===== config.mk =====
export PLATFORM = sky130hd
export DESIGN_NAME = pelar_regs
export DESIGN_NICKNAME = d
export VERILOG_FILES = /design/src/pelar_pkg.sv /design/src/pelar_regs.sv
export VERILOG_INCLUDE_DIRS = /design/src /design/src/src
export SDC_FILE = /design/constraint.sdc
export NUM_CORES = 1
export LEC_CHECK = 0
export ABC_AREA = 1
export BUFFER_PORTS_ARGS = -buffer_cell sky130_fd_sc_hd__buf_2
export CORE_MARGIN = 1.5
export CORE_UTILIZATION = 58
export CTS_BUF_LIST = sky130_fd_sc_hd__clkbuf_4
export DETAILED_ROUTE_END_ITERATION = 10
export HOLD_SLACK_MARGIN = 0.1
export PLACE_DENSITY = 0.94
export SLEW_MARGIN = 20
export SYNTH_ARGS = -nofsm -noshare
export SYNTH_HDL_FRONTEND = slang
export SYNTH_SLANG_ARGS = --single-unit

===== constraint.sdc =====
create_clock -name sys_clk_i -period 3.42 [get_ports sys_clk_i]
set_clock_uncertainty 0.1 [all_clocks]
set_input_delay 0.684 -clock sys_clk_i [delete_from_list [all_inputs] [get_ports sys_clk_i]]
set_output_delay 0.684 -clock sys_clk_i [all_outputs]
set_load 0.01 [all_outputs]

===== src/pelar_params.svh =====
// Offsets, field positions, masks and reset values of the event latch and
// accessory register slice. Included by the register bank module.
`ifndef PELAR_PARAMS_SVH
`define PELAR_PARAMS_SVH
// =====================================================================
// Register offsets (six-bit register address)
`define PELAR_A_LATCH 6'h14
`define PELAR_A_LINE 6'h15
`define PELAR_A_SCR 6'h16
`define PELAR_A_SW 6'h19
`define PELAR_A_IE 6'h1D
`define PELAR_OFS_SET 6'h01
`define PELAR_OFS_CLR 6'h02
// =====================================================================
// Implemented bits of each register
`define PELAR_LATCH_MASK 8'h1F
`define PELAR_SCR_MASK 8'hFF
`define PELAR_SW_MASK 8'hFE
`define PELAR_IE_MASK 8'h27
`define PELAR_RST_BYTE 8'h00
`define PELAR_ZERO6 6'h00
// =====================================================================
// Field positions
`define PELAR_LATCH_HOSTDISC 0
`define PELAR_SW_ID_DRV 1
`define PELAR_SW_TX 2
`define PELAR_SW_RX 3
`define PELAR_SW_LEFT 4
`define PELAR_SW_RIGHT 5
`define PELAR_SW_MIC 6
`define PELAR_SW_D2FLOAT 7
`define PELAR_IE_FRISE 0
`define PELAR_IE_FFALL 1
`define PELAR_IE_DPV 2
`define PELAR_IE_RID 5
`endif


===== src/pelar_pkg.sv =====
// Types shared by the event latch and accessory register slice.
// Assumes the includer also pulls in pelar_params.svh for the numbers.
package pelar_pkg;
   // =====================================================================
   // Kind of register access decoded from the address
   typedef enum logic [1:0] {
      PELAR_ACC_NONE,
      PELAR_ACC_WRITE,
      PELAR_ACC_SET,
      PELAR_ACC_CLEAR
   } pelar_acc_t;
endpackage


===== src/pelar_regs.sv =====
// Event latch, line state view, scratch byte, accessory switch control and
// accessory interrupt enables of the PHY register map.
// Assumes the ULPI register engine presents one-cycle read and write
// strobes with address and data, all synchronous to sys_clk_i.
//
// Overview of operation
// - Unmasked indicator edges set latch bits 0-4
// - Reading latch clears it; bits 7-5 zero
// - Line state view returns line state low
// - Scratch byte: write, set, clear, no effect
// - Switch control at 19h write, set, clear
// - Receive switch clear holds DATA1 high
// - Bits route TX, RX, ident pulldown; bit0 zero
// - Bit 4 connects DM to left speaker
// - DP to right speaker if bit5 or bit6
// - Bit 7 floats DATA2 in accessory mode
// - UART data to left speaker pin if bits 4 and 2 set; DP level to right if bit 3 and bit 5 or 6 set
// - Any audio switch disables single-ended receivers
// - Ident float edges raise alt interrupt
// - Enable bits 3,4,6,7 always read zero
// - Conversion done raises alt, ORed vendor enable
// - Interrupt enable at 1Dh write, set, clear
// - Rise or fall enable unmasks indicator events
`timescale 1ns/1ps
`include "pelar_params.svh"

module pelar_regs
   import pelar_pkg::*;
(
   input wire logic sys_clk_i,
   input wire logic arst_n_i,
   input wire logic clk_en_i,
   input wire logic [5:0] reg_addr_i,
   input wire logic [7:0] reg_wdata_i,
   input wire logic reg_wr_i,
   input wire logic reg_rd_i,
   input wire logic host_mode_i,
   input wire logic host_disc_i,
   input wire logic vbus_valid_i,
   input wire logic session_ok_i,
   input wire logic session_over_i,
   input wire logic ident_low_i,
   input wire logic [4:0] rise_en_i,
   input wire logic [4:0] fall_en_i,
   input wire logic [1:0] line_state_i,
   input wire logic accessory_mode_i,
   input wire logic ident_float_i,
   input wire logic dp_voltage_detect_i,
   input wire logic resistor_conv_done_i,
   input wire logic vendor_resistor_conv_irq_en_i,
   input wire logic uart_txd_i,
   input wire logic dp_level_i,
   output logic [7:0] reg_rdata_o,
   output logic reg_rvalid_o,
   output logic [7:0] usb_event_latch_o,
   output logic alt_int_o,
   output logic ident_pulldown_drive_o,
   output logic uart_tx_switch_o,
   output logic uart_rx_switch_o,
   output logic left_audio_link_o,
   output logic right_audio_link_o,
   output logic se_rx_disable_o,
   output logic dm_data_o,
   output logic left_speaker_pin_o,
   output logic right_speaker_pin_o,
   output logic data1_o,
   output logic data1_oe_n_o,
   output logic data2_o,
   output logic data2_oe_n_o
);

   // =====================================================================
   // Helpers
   function automatic pelar_acc_t pelar_kind(input logic [5:0] addr,
                                             input logic [5:0] base);
      pelar_acc_t k;
      k = PELAR_ACC_NONE;
      if (addr == base)
      begin
         k = PELAR_ACC_WRITE;
      end
      else if (addr == base + `PELAR_OFS_SET)
      begin
         k = PELAR_ACC_SET;
      end
      else if (addr == base + `PELAR_OFS_CLR)
      begin
         k = PELAR_ACC_CLEAR;
      end
      return k;
   endfunction

   function automatic logic [7:0] pelar_apply(input pelar_acc_t k,
                                              input logic [7:0] old,
                                              input logic [7:0] wd,
                                              input logic [7:0] mask);
      logic [7:0] v;
      v = old;
      case (k)
         PELAR_ACC_WRITE: v = wd;
         PELAR_ACC_SET: v = old | wd;
         PELAR_ACC_CLEAR: v = old & ~wd;
         default: v = old;
      endcase
      return v & mask;
   endfunction

   // =====================================================================
   // State
   logic [7:0] latch;
   logic [7:0] scratch;
   logic [7:0] sw;
   logic [7:0] ie;
   logic [4:0] ind_q;
   logic float_q;
   logic dpv_q;
   logic rid_q;
   logic primed;

   // =====================================================================
   // Address decode
   wire pelar_acc_t scr_kind = pelar_kind(reg_addr_i, `PELAR_A_SCR);
   wire pelar_acc_t sw_kind = pelar_kind(reg_addr_i, `PELAR_A_SW);
   wire pelar_acc_t ie_kind = pelar_kind(reg_addr_i, `PELAR_A_IE);
   wire latch_hit = (reg_addr_i == `PELAR_A_LATCH);
   wire line_hit = (reg_addr_i == `PELAR_A_LINE);
   wire rd_latch = reg_rd_i && latch_hit;
   wire pelar_acc_t scr_wkind = reg_wr_i ? scr_kind : PELAR_ACC_NONE;
   wire pelar_acc_t sw_wkind = reg_wr_i ? sw_kind : PELAR_ACC_NONE;
   wire pelar_acc_t ie_wkind = reg_wr_i ? ie_kind : PELAR_ACC_NONE;

   logic [7:0] rd_mux;
   always_comb
   begin
      rd_mux = `PELAR_RST_BYTE;
      if (latch_hit)
      begin
         rd_mux = latch;
      end
      else if (line_hit)
      begin
         rd_mux = {`PELAR_ZERO6, line_state_i};
      end
      else if (scr_kind != PELAR_ACC_NONE)
      begin
         rd_mux = scratch;
      end
      else if (sw_kind != PELAR_ACC_NONE)
      begin
         rd_mux = sw;
      end
      else if (ie_kind != PELAR_ACC_NONE)
      begin
         rd_mux = ie;
      end
   end

   // =====================================================================
   // Indicator edge events
   wire [4:0] ind = {ident_low_i, session_over_i, session_ok_i,
                     vbus_valid_i, host_disc_i};
   wire [4:0] ind_rise = ind & ~ind_q;
   wire [4:0] ind_fall = ~ind & ind_q;
   // Host disconnect only counts while acting as host
   wire [4:0] ind_gate = {4'hF, host_mode_i};
   wire [4:0] ind_ev = primed ?
      ((ind_rise & rise_en_i) | (ind_fall & fall_en_i)) & ind_gate :
      5'h00;
   // Set beats the clear of the read; the read returns the old value
   wire [7:0] next_latch =
      ((rd_latch ? `PELAR_RST_BYTE : latch) | {3'h0, ind_ev})
      & `PELAR_LATCH_MASK;

   // =====================================================================
   // Alternate interrupt sources
   wire float_up = ident_float_i && !float_q;
   wire float_dn = !ident_float_i && float_q;
   wire rid_up = resistor_conv_done_i && !rid_q;
   wire rid_en = ie[`PELAR_IE_RID] || vendor_resistor_conv_irq_en_i;
   wire alt_ev = primed && (
      (float_up && ie[`PELAR_IE_FRISE]) ||
      (float_dn && ie[`PELAR_IE_FFALL]) ||
      ((dp_voltage_detect_i ^ dpv_q) && ie[`PELAR_IE_DPV]) ||
      (rid_up && rid_en));

   // =====================================================================
   // Next register values
   wire [7:0] next_scratch =
      pelar_apply(scr_wkind, scratch, reg_wdata_i, `PELAR_SCR_MASK);
   wire [7:0] next_sw =
      pelar_apply(sw_wkind, sw, reg_wdata_i, `PELAR_SW_MASK);
   // Unimplemented enable bits are masked so they never store
   wire [7:0] next_ie =
      pelar_apply(ie_wkind, ie, reg_wdata_i, `PELAR_IE_MASK);

   // =====================================================================
   // Switch and pin steering
   wire audio_any = sw[`PELAR_SW_LEFT] || sw[`PELAR_SW_RIGHT] ||
                    sw[`PELAR_SW_MIC];
   wire right_link = sw[`PELAR_SW_RIGHT] || sw[`PELAR_SW_MIC];
   wire next_left_spk = sw[`PELAR_SW_LEFT] && sw[`PELAR_SW_TX] &&
                        uart_txd_i;
   wire next_right_spk = right_link && sw[`PELAR_SW_RX] &&
                         dp_level_i;
   // Receive switch open: DATA1 idles high so the link sees a quiet line
   wire next_data1 = sw[`PELAR_SW_RX] ? dp_level_i : 1'b1;
   // DATA2 float only applies once in accessory mode
   wire next_data2_oe_n = !(accessory_mode_i &&
                            !sw[`PELAR_SW_D2FLOAT]);

   // =====================================================================
   // Registers
   always_ff @(posedge sys_clk_i or negedge arst_n_i)
   begin
      if (!arst_n_i)
      begin
         latch <= `PELAR_RST_BYTE;
         scratch <= `PELAR_RST_BYTE;
         sw <= `PELAR_RST_BYTE;
         ie <= `PELAR_RST_BYTE;
      end
      else if (clk_en_i)
      begin
         latch <= next_latch;
         scratch <= next_scratch;
         sw <= next_sw;
         ie <= next_ie;
      end
   end

   // First enabled cycle only loads the history, so levels present at
   // reset release do not show up as false edges
   always_ff @(posedge sys_clk_i or negedge arst_n_i)
   begin
      if (!arst_n_i)
      begin
         ind_q <= 5'h00;
         float_q <= 1'b0;
         dpv_q <= 1'b0;
         rid_q <= 1'b0;
         primed <= 1'b0;
      end
      else if (clk_en_i)
      begin
         ind_q <= ind;
         float_q <= ident_float_i;
         dpv_q <= dp_voltage_detect_i;
         rid_q <= resistor_conv_done_i;
         primed <= 1'b1;
      end
   end

   always_ff @(posedge sys_clk_i or negedge arst_n_i)
   begin
      if (!arst_n_i)
      begin
         reg_rdata_o <= `PELAR_RST_BYTE;
         reg_rvalid_o <= 1'b0;
         alt_int_o <= 1'b0;
      end
      else if (clk_en_i)
      begin
         reg_rdata_o <= reg_rd_i ? rd_mux : reg_rdata_o;
         reg_rvalid_o <= reg_rd_i;
         alt_int_o <= alt_ev;
      end
   end

   always_ff @(posedge sys_clk_i or negedge arst_n_i)
   begin
      if (!arst_n_i)
      begin
         left_audio_link_o <= 1'b0;
         right_audio_link_o <= 1'b0;
         se_rx_disable_o <= 1'b0;
         dm_data_o <= 1'b0;
         left_speaker_pin_o <= 1'b0;
         right_speaker_pin_o <= 1'b0;
         data1_o <= 1'b1;
         data1_oe_n_o <= 1'b1;
         data2_o <= 1'b0;
         data2_oe_n_o <= 1'b1;
      end
      else if (clk_en_i)
      begin
         left_audio_link_o <= sw[`PELAR_SW_LEFT];
         right_audio_link_o <= right_link;
         se_rx_disable_o <= audio_any;
         dm_data_o <= uart_txd_i;
         left_speaker_pin_o <= next_left_spk;
         right_speaker_pin_o <= next_right_spk;
         data1_o <= next_data1;
         data1_oe_n_o <= !accessory_mode_i;
         data2_o <= 1'b0;
         data2_oe_n_o <= next_data2_oe_n;
      end
   end

   assign usb_event_latch_o = latch;
   assign ident_pulldown_drive_o = sw[`PELAR_SW_ID_DRV];
   assign uart_tx_switch_o = sw[`PELAR_SW_TX];
   assign uart_rx_switch_o = sw[`PELAR_SW_RX];

   // =====================================================================
   // Checks
   latch_set_a:
   assert property (@(posedge sys_clk_i) disable iff (!arst_n_i)
      clk_en_i && primed && vbus_valid_i && !ind_q[1] && rise_en_i[1]
      |=> latch[1])
      else $error("rising bus-power edge not latched");

   host_gate_a:
   assert property (@(posedge sys_clk_i) disable iff (!arst_n_i)
      clk_en_i && !host_mode_i && !latch[0] && !rd_latch
      |=> !latch[0])
      else $error("host disconnect latched outside host mode");

   latch_clear_a:
   assert property (@(posedge sys_clk_i) disable iff (!arst_n_i)
      clk_en_i && rd_latch && (ind_ev == 5'h00)
      |=> (latch == 8'h00) && reg_rvalid_o
          && (reg_rdata_o == $past(latch)))
      else $error("latch read did not return and clear");

   line_view_a:
   assert property (@(posedge sys_clk_i) disable iff (!arst_n_i)
      clk_en_i && reg_rd_i && line_hit
      |=> reg_rdata_o == {6'h00, $past(line_state_i)})
      else $error("line state view wrong");

   scratch_set_a:
   assert property (@(posedge sys_clk_i) disable iff (!arst_n_i)
      clk_en_i && reg_wr_i && (reg_addr_i == 6'h17)
      |=> scratch == ($past(scratch) | $past(reg_wdata_i)))
      else $error("scratch set access wrong");

   switch_clear_a:
   assert property (@(posedge sys_clk_i) disable iff (!arst_n_i)
      clk_en_i && reg_wr_i && (reg_addr_i == 6'h1B)
      |=> sw == ($past(sw) & ~$past(reg_wdata_i) & 8'hFE))
      else $error("switch clear access wrong");

   data1_idle_a:
   assert property (@(posedge sys_clk_i) disable iff (!arst_n_i)
      clk_en_i && accessory_mode_i && !sw[3]
      |=> data1_o && !data1_oe_n_o)
      else $error("DATA1 not held high");

   right_link_a:
   assert property (@(posedge sys_clk_i) disable iff (!arst_n_i)
      clk_en_i |=> right_audio_link_o == $past(sw[5] || sw[6]))
      else $error("right speaker link wrong");

   data2_float_a:
   assert property (@(posedge sys_clk_i) disable iff (!arst_n_i)
      clk_en_i && accessory_mode_i
      |=> data2_oe_n_o == $past(sw[7]))
      else $error("DATA2 drive wrong in accessory mode");

   se_disable_a:
   assert property (@(posedge sys_clk_i) disable iff (!arst_n_i)
      clk_en_i && (sw[6:4] != 3'h0) |=> se_rx_disable_o)
      else $error("receivers not disabled during audio");

   float_irq_a:
   assert property (@(posedge sys_clk_i) disable iff (!arst_n_i)
      clk_en_i && primed && float_dn && ie[1] |=> alt_int_o)
      else $error("float fall did not raise alt interrupt");

   dp_irq_a:
   assert property (@(posedge sys_clk_i) disable iff (!arst_n_i)
      clk_en_i && primed && (dp_voltage_detect_i != dpv_q) && ie[2]
      |=> alt_int_o)
      else $error("DP detect change did not raise alt interrupt");

   enable_rsv_a:
   assert property (@(posedge sys_clk_i) disable iff (!arst_n_i)
      clk_en_i && reg_rd_i && (ie_kind != PELAR_ACC_NONE)
      |=> (reg_rdata_o & 8'hD8) == 8'h00)
      else $error("unimplemented enable bits read nonzero");

   rid_irq_a:
   assert property (@(posedge sys_clk_i) disable iff (!arst_n_i)
      clk_en_i && primed && rid_up && vendor_resistor_conv_irq_en_i
      |=> alt_int_o)
      else $error("vendor enable did not raise alt interrupt");

endmodule


# Word level (Yosys, flattened, before mapping)
# Index checks and enable logic that the tools add are counted.
[word_totals]
register_bits = 52
in_bits = 44
word_cells = 118
[classes]
eq_ne = 20
muxes = 23
n_bitwise = 17
n_reduce_logical = 37
[ops]
columns = ["cell", "n"]
rows = [
  ["6-bit by 5-bit equality test with 1-bit output, second input constant", 11],
  ["8-bit case mux with 3 select lines", 2],
  ["8-bit 2-to-1 mux", 4],
  ["5-bit AND", 5],
  ["2-bit 2-to-1 mux", 12],
  ["6-bit case mux with 3 select lines", 1],
  ["8-bit AND", 2],
  ["8-bit bitwise OR", 2],
  ["1-bit logical AND", 14],
  ["2-bit equality test, second input constant", 6],
  ["5-bit 2-to-1 mux", 2],
  ["5-bit NOT", 2],
  ["5-bit bitwise OR", 2],
  ["3-bit nonzero test", 3],
  ["8-bit NOT", 1],
  ["2-bit AND reduction", 4],
  ["1-bit logical OR", 7],
  ["6-bit AND", 1],
  ["2-bit by 1-bit equality test with 1-bit output, second input constant", 3],
  ["1-bit logical NOT", 6],
  ["6-bit 2-to-1 mux", 1],
  ["6-bit bitwise OR", 1],
  ["2-bit nonzero test", 3],
  ["1-bit 2-to-1 mux", 1],
  ["1-bit bitwise XOR", 1],
]

# Longest topological paths before layout
# Gate-level depths: netlist of the first run.
[logic_depth]
ltp_word = 10
ltp_mapped = 9

# Worst setup path after synthesis of the first run
# Ideal clock, no wire load.
[synth_timing]
kind = "in2reg"
from = "input port reg_wr_i"
to = "register ie[0]"
arrival_time_ns = 1.549
required_time_ns = 3.202
path_slack_ns = 1.654
stages = 6
n_path_buf = 1
cell_sequence = "buf_2 -> nand2_2 -> nor3_1 -> inv_1 -> nand2_1 -> nand2_1"
[synth_between]
elab_chain_cells = 4
word_cells_on_any_way = 7
cone_classes = "3 x eq/ne; 2 x mux; 2 x reduce/logical"
[synth_lines]
columns = ["element", "line", "source"]
rows = [
  ["start: declaration", "pelar_regs.sv:35", "input wire logic reg_wr_i,"],
  ["2-bit 2-to-1 mux *", "pelar_regs.sv:130", "wire pelar_acc_t ie_wkind = reg_wr_i ? ie_kind : PELAR_ACC_NONE;"],
  ["2-bit equality test / 2-bit by 1-bit equality test with 1-bit output (equally long branches)", "pelar_regs.sv:99", "case (k)"],
  ["3-bit nonzero test (no line)", "n/a", ""],
  ["2-bit AND reduction (no line)", "n/a", ""],
  ["end signal: assignment", "pelar_regs.sv:220", "ie <= `PELAR_RST_BYTE;"],
  ["end signal: assignment", "pelar_regs.sv:227", "ie <= next_ie;"],
  ["end: declaration", "pelar_regs.sv:113", "logic [7:0] ie;"],
]
# Mark *: on every way between the ends. The rest lies on a longest branch, timed or not.
# A chain may end at the register's enable or synchronous reset.

# Worst setup path after layout of the first run
[layout_timing]
from = "input port reg_addr_i[1]"
to = "register scratch[3]"
[layout_between]
elab_chain_cells = 8
word_cells_on_any_way = 13
cone_classes = "6 x eq/ne; 5 x mux; 2 x reduce/logical"
[layout_lines]
columns = ["element", "line", "source"]
rows = [
  ["start: declaration", "pelar_regs.sv:33", "input wire logic [5:0] reg_addr_i,"],
  ["6-bit by 5-bit equality test with 1-bit output (no line)", "n/a", ""],
  ["2-bit 2-to-1 mux", "pelar_regs.sv:86", "else if (addr == base + `PELAR_OFS_CLR)"],
  ["2-bit 2-to-1 mux", "pelar_regs.sv:82", "else if (addr == base + `PELAR_OFS_SET)"],
  ["2-bit 2-to-1 mux *", "pelar_regs.sv:78", "if (addr == base)"],
  ["2-bit 2-to-1 mux *", "pelar_regs.sv:128", "wire pelar_acc_t scr_wkind = reg_wr_i ? scr_kind : PELAR_ACC_NONE;"],
  ["2-bit equality test / 2-bit by 1-bit equality test with 1-bit output (equally long branches)", "pelar_regs.sv:99", ""],
  ["3-bit nonzero test (no line)", "n/a", ""],
  ["2-bit AND reduction (no line)", "n/a", ""],
  ["end signal: assignment", "pelar_regs.sv:218", "scratch <= `PELAR_RST_BYTE;"],
  ["end signal: assignment", "pelar_regs.sv:225", "scratch <= next_scratch;"],
  ["end: declaration", "pelar_regs.sv:111", "logic [7:0] scratch;"],
]
# Marks and branches as above.

==> results.json, run 1 <==
{
  "status": "finished clean",
  "min_path_type": "in -> async",
  "critPathArrivalTime_ns": 2.05,
  "initial_core_util_pct": 61.7,
  "critPathBufInv": 1,
  "ioPinCount": 75,
  "finalPower_w": 0.00121,
  "via_per_inst": 5.35,
  "io_buffers": 70,
  "drt_wl_total_um": 6340,
  "first_global_vias": 2329,
  "critPathCaptureType": "flip-flop",
  "tns_ns": 0,
  "die_x_um": 72,
  "ir_drop_v": 0.000208,
  "post-route-period-util_pct": 54.7,
  "ctsHoldBuffers": 0,
  "worstReg2RegEnd": "ie[5]$_DFFE_PN0P_",
  "cts_buffers": 5,
  "fin_crit_ns": 1.87,
  "grt_pass1_wl_um": 10600,
  "max_stage_delay_ns": 0.44,
  "routedWlPerCell_um": 12.9,
  "timing_worst_setup_path_type": "in -> reg",
  "antenna_found_initial": 0,
  "area_delta_synth_final_pct": 15.1,
  "reg2reg_setup_slack_ns": 2.19,
  "grt_use_total_pct": 25.7,
  "p_per_area_nw_per_um2": 379,
  "worstRegToRegCells": 5,
  "route.detailed.drc": 0,
  "synth-seq-cells": 52,
  "die_h_um": 72,
  "slowest_stage": "a21oi_4",
  "place_area_um2": 3120,
  "final_core_util_pct": 71.0,
  "cts_root_buffer": "clkbuf_4",
  "htree_num_levels": 2,
  "synthesis.instances": 370,
  "clk_latency_ns": 0.38,
  "reg2reg_from": "ie[5]$_DFFE_PN0P_",
  "die_area_um2": 5180,
  "synth_top_area_share_pct": 44.4,
  "cp_top_family": "simple AND/OR/NAND/NOR gates",
  "drt_iter0_drc": 206,
  "critPathMaxFanout": 16,
  "cts_tree": "done",
  "start_kind": "primary input",
  "maxSlewViolCount": 0,
  "ant_nets": 0,
  "vias": 2623,
  "gp_congestion": 0.932,
  "path_cells": "buf_2, nor2_2, nand3_2, a21oi_4, nand2_1, nand2_1, nand2_1",
  "p_leak_nw": 1.75,
  "hold_slack_ns": 0.154,
  "fmax_mhz": 535,
  "crit_path_frequent_cell": "nand2_1",
  "yosys_warnings": 0,
  "avgSynthCellArea_um2": 7.46,
  "hpwl_um": 4860,
  "startpoint": "reg_addr_i[1]",
  "slew-limit-headroom_pct": 65.2,
  "post_cts.repair.setup_buffers": 0,
  "tightest_slew_ns": 0.522,
  "setup_viol": 0,
  "yosysTopAreaCell": "dfrtp_1",
  "drive_above_1_share_pct": 23.1,
  "fin_nets": 481,
  "synthTopCellsByArea": "dfrtp_1 (44%), nand2_1 (20%), nand3_1 (7.2%)",
  "worstPathRequired_ns": 3.60,
  "grt-ovfl-total": 0,
  "core_um2": 4470,
  "grt_max_degree": 32,
  "cts_buffer_depth": 2,
  "finalInstanceArea_um2": 3180,
  "antenna_cells": 0,
  "yosysSeqAreaShare_pct": 47.3,
  "firstDrtPassIters": 5,
  "cts_sinks": 52,
  "cts_resized": 0,
  "ys_types": 29,
  "std_cell_rows": 24,
  "rsz0062_at_grt": "false",
  "synth_area_um2": 2760,
  "clk_pin_slew_ns": 0.15,
  "maxCapViolations": 0,
  "hold_viol_final": 0
}
-- kinds of logic after synthesis --
group | share of synthesized area [%]
compound gates | 10.6
buf+inv | 8.70
flops | 47.3
other cells | 0.136
simple gates | 33.3
-- flip-flops by register name (all words and copies together), names as in the netlist, 4 cells and up --
register,count
ind_q,5
usb_event_latch_o,5
ie,4
scratch,8
reg_rdata_o,8
sw,7
-- final cells by class --
type / count / area [um^2]
flip-flops and latches: 52 / 1310
fillers: 369 / 1300
multi-input cells: 266 / 1230
repair buffers: 71 / 370
inverters: 41 / 154
well taps: 52 / 65.1
clock buffers: 6 / 45.0
clock inverters: 2 / 11.3
-- cells in the final DEF (no fill, tap or decap), types with 2 or more instances in the layout --
cell type / n
dfrtp_1: 49
nor2_2: 5
clkbuf_4: 6
nor3_1: 2
nor2_1: 8
buf_2: 70
nand4_1: 5
a21boi_0: 4
conb_1: 4
o32ai_1: 2
o21ai_0: 29
or2_2: 2
inv_1: 37
a21oi_1: 6
nand2_2: 3
o31ai_1: 2
nand3_1: 40
inv_2: 4
dfstp_2: 3
nand3_2: 2
nand2_1: 145
nor2_4: 2
-- worst reg2reg max path, stage by stage (launching register included) --
cell and delay (ns):
dfrtp_1 0.45, or2_2 0.30, nand4_1 0.08, o21ai_0 0.08
nand3_1 0.08, nand2_1 0.05
-- synth_stat cells --
cell and instances:
buf_4 6, nand2_1 145, clkbuf_1 4, nand3_2 2
buf_2 3, nand4_1 5, nor3_1 2, dfrtp_1 49
inv_2 4, buf_6 1, nand3_1 40, o21bai_1 1
o21ai_4 1, or2_2 2, o211ai_1 1, conb_1 1
nor2_2 5, dfstp_2 3, o32ai_1 2, a21oi_4 1
nor2_4 2, o31ai_1 2, nand2_2 3, nor2_1 8
a21boi_0 4, a21oi_1 6, o21ai_0 29, inv_1 37
a31oi_1 1
-- power by group --
group | internal (W) | total (W) | switching [W] | leakage [nW]
clock network | 0.0000865 | 0.000276 | 0.000189 | 0.0293
logic | 0.0000783 | 0.000211 | 0.000132 | 1.07
registers | 0.000678 | 0.000719 | 0.0000411 | 0.650
-- worst max path at each step --
stage | cells past startpoint | slack [ns] | end
floorplan | 6 | 1.65 | ie[0]$_DFFE_PN0P_
global placement | 7 | 1.19 | scratch[7]$_DFFE_PN0P_
detailed placement | 7 | 1.15 | scratch[3]$_DFFE_PN0P_
CTS | 1 | 1.57 | data1_o
global route | 7 | 1.39 | reg_rdata_o[2]$_DFFE_PN0P_
finish | 7 | 1.55 | scratch[3]$_DFFE_PN0P_
-- metal layers --
layer	global-route usage [%]	share of wire, %	vias to the layer above
met5	0	0	-
met4	5.66	0.93	0
met3	3.89	6.9	6
met2	42.4	48	111
met1	36.3	44	1208
li1	-	-	1298
-- through the flow --
| stage | setup slack (ns) | instances |
|---|---|---|
| 2_1_floorplan | 1.65 | 373 |
| 3_3_place_gp | 1.19 | 481 |
| 3_5_place_dp | 1.15 | 482 |
| 4_1_cts | 1.57 | 490 |
| 5_1_grt | 1.39 | 490 |
| 6_report | 1.55 | 490 |
(Power assumes the default switching activity.)
==> run 2, diff against run 1 <==
--- a/config.mk
+++ b/config.mk
@@ -9,11 +9,11 @@
 export ABC_AREA = 1
 export BUFFER_PORTS_ARGS = -buffer_cell sky130_fd_sc_hd__buf_2
 export CORE_MARGIN = 1.5
-export CORE_UTILIZATION = 58
+export CORE_UTILIZATION = 54
 export CTS_BUF_LIST = sky130_fd_sc_hd__clkbuf_4
 export DETAILED_ROUTE_END_ITERATION = 10
 export HOLD_SLACK_MARGIN = 0.1
-export PLACE_DENSITY = 0.94
+export PLACE_DENSITY = 0.89
 export SLEW_MARGIN = 20
 export SYNTH_ARGS = -nofsm -noshare
 export SYNTH_HDL_FRONTEND = slang
==> constraint.sdc (replaced) <==
create_clock -name sys_clk_i -period 1.8 [get_ports sys_clk_i]
set_clock_uncertainty 0.1 [all_clocks]
set_input_delay 0.36 -clock sys_clk_i [delete_from_list [all_inputs] [get_ports sys_clk_i]]
set_output_delay 0.36 -clock sys_clk_i [all_outputs]
set_load 0.01 [all_outputs]
==> results.json, run 2 (synthesis gave the netlist of run 1 again) <==
{
  "status": "finished clean",
  "area_delta_synth_final_pct": 20.3,
  "tns_ns": 0,
  "antenna_cells": 0,
  "worstPathRequired_ns": 1.34,
  "die_h_um": 74.5,
  "ioPinCount": 75,
  "reg2reg_setup_slack_ns": 0.57,
  "worst_slack_ns": 0.272,
  "final_common_cell": "nand2_1",
  "critPathArrivalTime_ns": 1.07,
  "hold_slack_ns": 0.110,
  "drt_wl_total_um": 6680,
  "core_um2": 4820,
  "clk_pin_slew_ns": 0.15,
  "critical_path_depth": 1,
  "vias": 2709,
  "cts_sinks": 52,
  "drt_iter0_drc": 221,
  "timing_worst_setup_path_type": "reg -> out",
  "min_path_type": "in -> reg",
  "cts_buffer_depth": 2,
  "critPathBufInv": 1,
  "maxSlewViolCount": 0,
  "cts_root_buffer": "clkbuf_4",
  "hold_viol_final": 0,
  "fin_nets": 496,
  "p_leak_nw": 1.82,
  "rsz0062_at_grt": "false",
  "cts_buffers": 5,
  "drive_above_1_share_pct": 24.7,
  "route.detailed.drc": 0,
  "via_per_inst": 5.21,
  "first_global_vias": 2491,
  "std_cell_rows": 25,
  "firstDrtPassIters": 5,
  "gp_congestion": 0.992,
  "die_x_um": 74.5,
  "p_per_area_nw_per_um2": 698,
  "ir_drop_v": 0.000434,
  "grt-ovfl-total": 0,
  "max_stage_delay_ns": 0.57,
  "ant_nets": 0,
  "cts_tree": "done",
  "slowest_stage": "dfstp_2",
  "routedWlPerCell_um": 12.8,
  "cts_resized": 0,
  "start_kind": "flip-flop",
  "hpwl_um": 5160,
  "clk_latency_ns": 0.38,
  "setup_viol": 0,
  "worstRegToRegCells": 5,
  "cp_top_family": "flip-flops",
  "io_buffers": 70,
  "final_cell_mix": "nand2_1 (145), buf_2 (70), dfrtp_1 (49)",
  "grt_use_total_pct": 25.7,
  "post-route-period-util_pct": 84.9,
  "critPathCaptureType": "primary output",
  "maxCapViolations": 0,
  "initial_core_util_pct": 57.3,
  "hold_path_depth": 3,
  "die_area_um2": 5550,
  "path_cells": "buf_2",
  "htree_num_levels": 2,
  "fin_crit_ns": 1.53,
  "reg.largest.list": "reg_rdata_o x8, scratch x8, sw x7",
  "antenna_found_initial": 0,
  "critPathMaxFanout": 2,
  "post-place-ws_ns": 0.123,
  "fmax_mhz": 654,
  "grt_pass1_wl_um": 11000,
  "grt_max_degree": 53
}
-- run 2: power breakdown --
part | leakage (nW) | switching [W] | internal (W)
Clock | 0.0349 | 0.000379 | 0.000151
Combinational | 1.14 | 0.000256 | 0.000165
Sequential | 0.650 | 0.0000795 | 0.00129
Total | 1.82 | 0.000715 | 0.00161
-- run 2: path summary, 6_finish.rpt --
kind                                               start                             to
min in group asynchronous                       arst_n_i  left_audio_link_o$_DFFE_PN0P_
worst min register to register       data1_o$_DFFE_PN1P_            data1_o$_DFFE_PN1P_
worst min-delay path                        vbus_valid_i           ind_q[1]$_DFFE_PN0P_
worst max register to register         ie[5]$_DFFE_PN0P_              ie[5]$_DFFE_PN0P_
max in group asynchronous                       arst_n_i       data1_oe_n_o$_DFFE_PN1P_
worst max-delay path            data2_oe_n_o$_DFFE_PN1P_                   data2_oe_n_o
-- run 2: per-layer routing --
metal  GRT usage, %  part of all wire, %
met5              0                    0
met4           7.68                  1.3
met3           4.74                  7.4
met2           43.5                   48
met1           34.0                   44
-- run 2: area by class of cell --
type,instances,area (um^2)
repair buffers,86,495
inverters,41,154
flip-flops and latches,52,1310
clock buffers,5,37.5
fillers,446,1500
well taps,67,83.8
multi-input cells,266,1230
clock inverters,3,18.8
-- run 2: timing repair --
action | 4_1_cts | 5_1_grt
hold endpoints to repair | 54 | 0
hold buffers | 5 | 0
setup buffers | 0 | 0
-- run 2: stage by stage --
step           area (um^2)  util [%]  instances  total power, W
4_1_cts               3320      69.0        520         0.00232
3_3_place_gp          3220      66.8        507         0.00178
2_1_floorplan         2770         -        373         0.00159
5_1_grt               3320      69.0        520         0.00243
6_report              3320      69.0        520         0.00232
3_5_place_dp          3220      66.8        507         0.00180
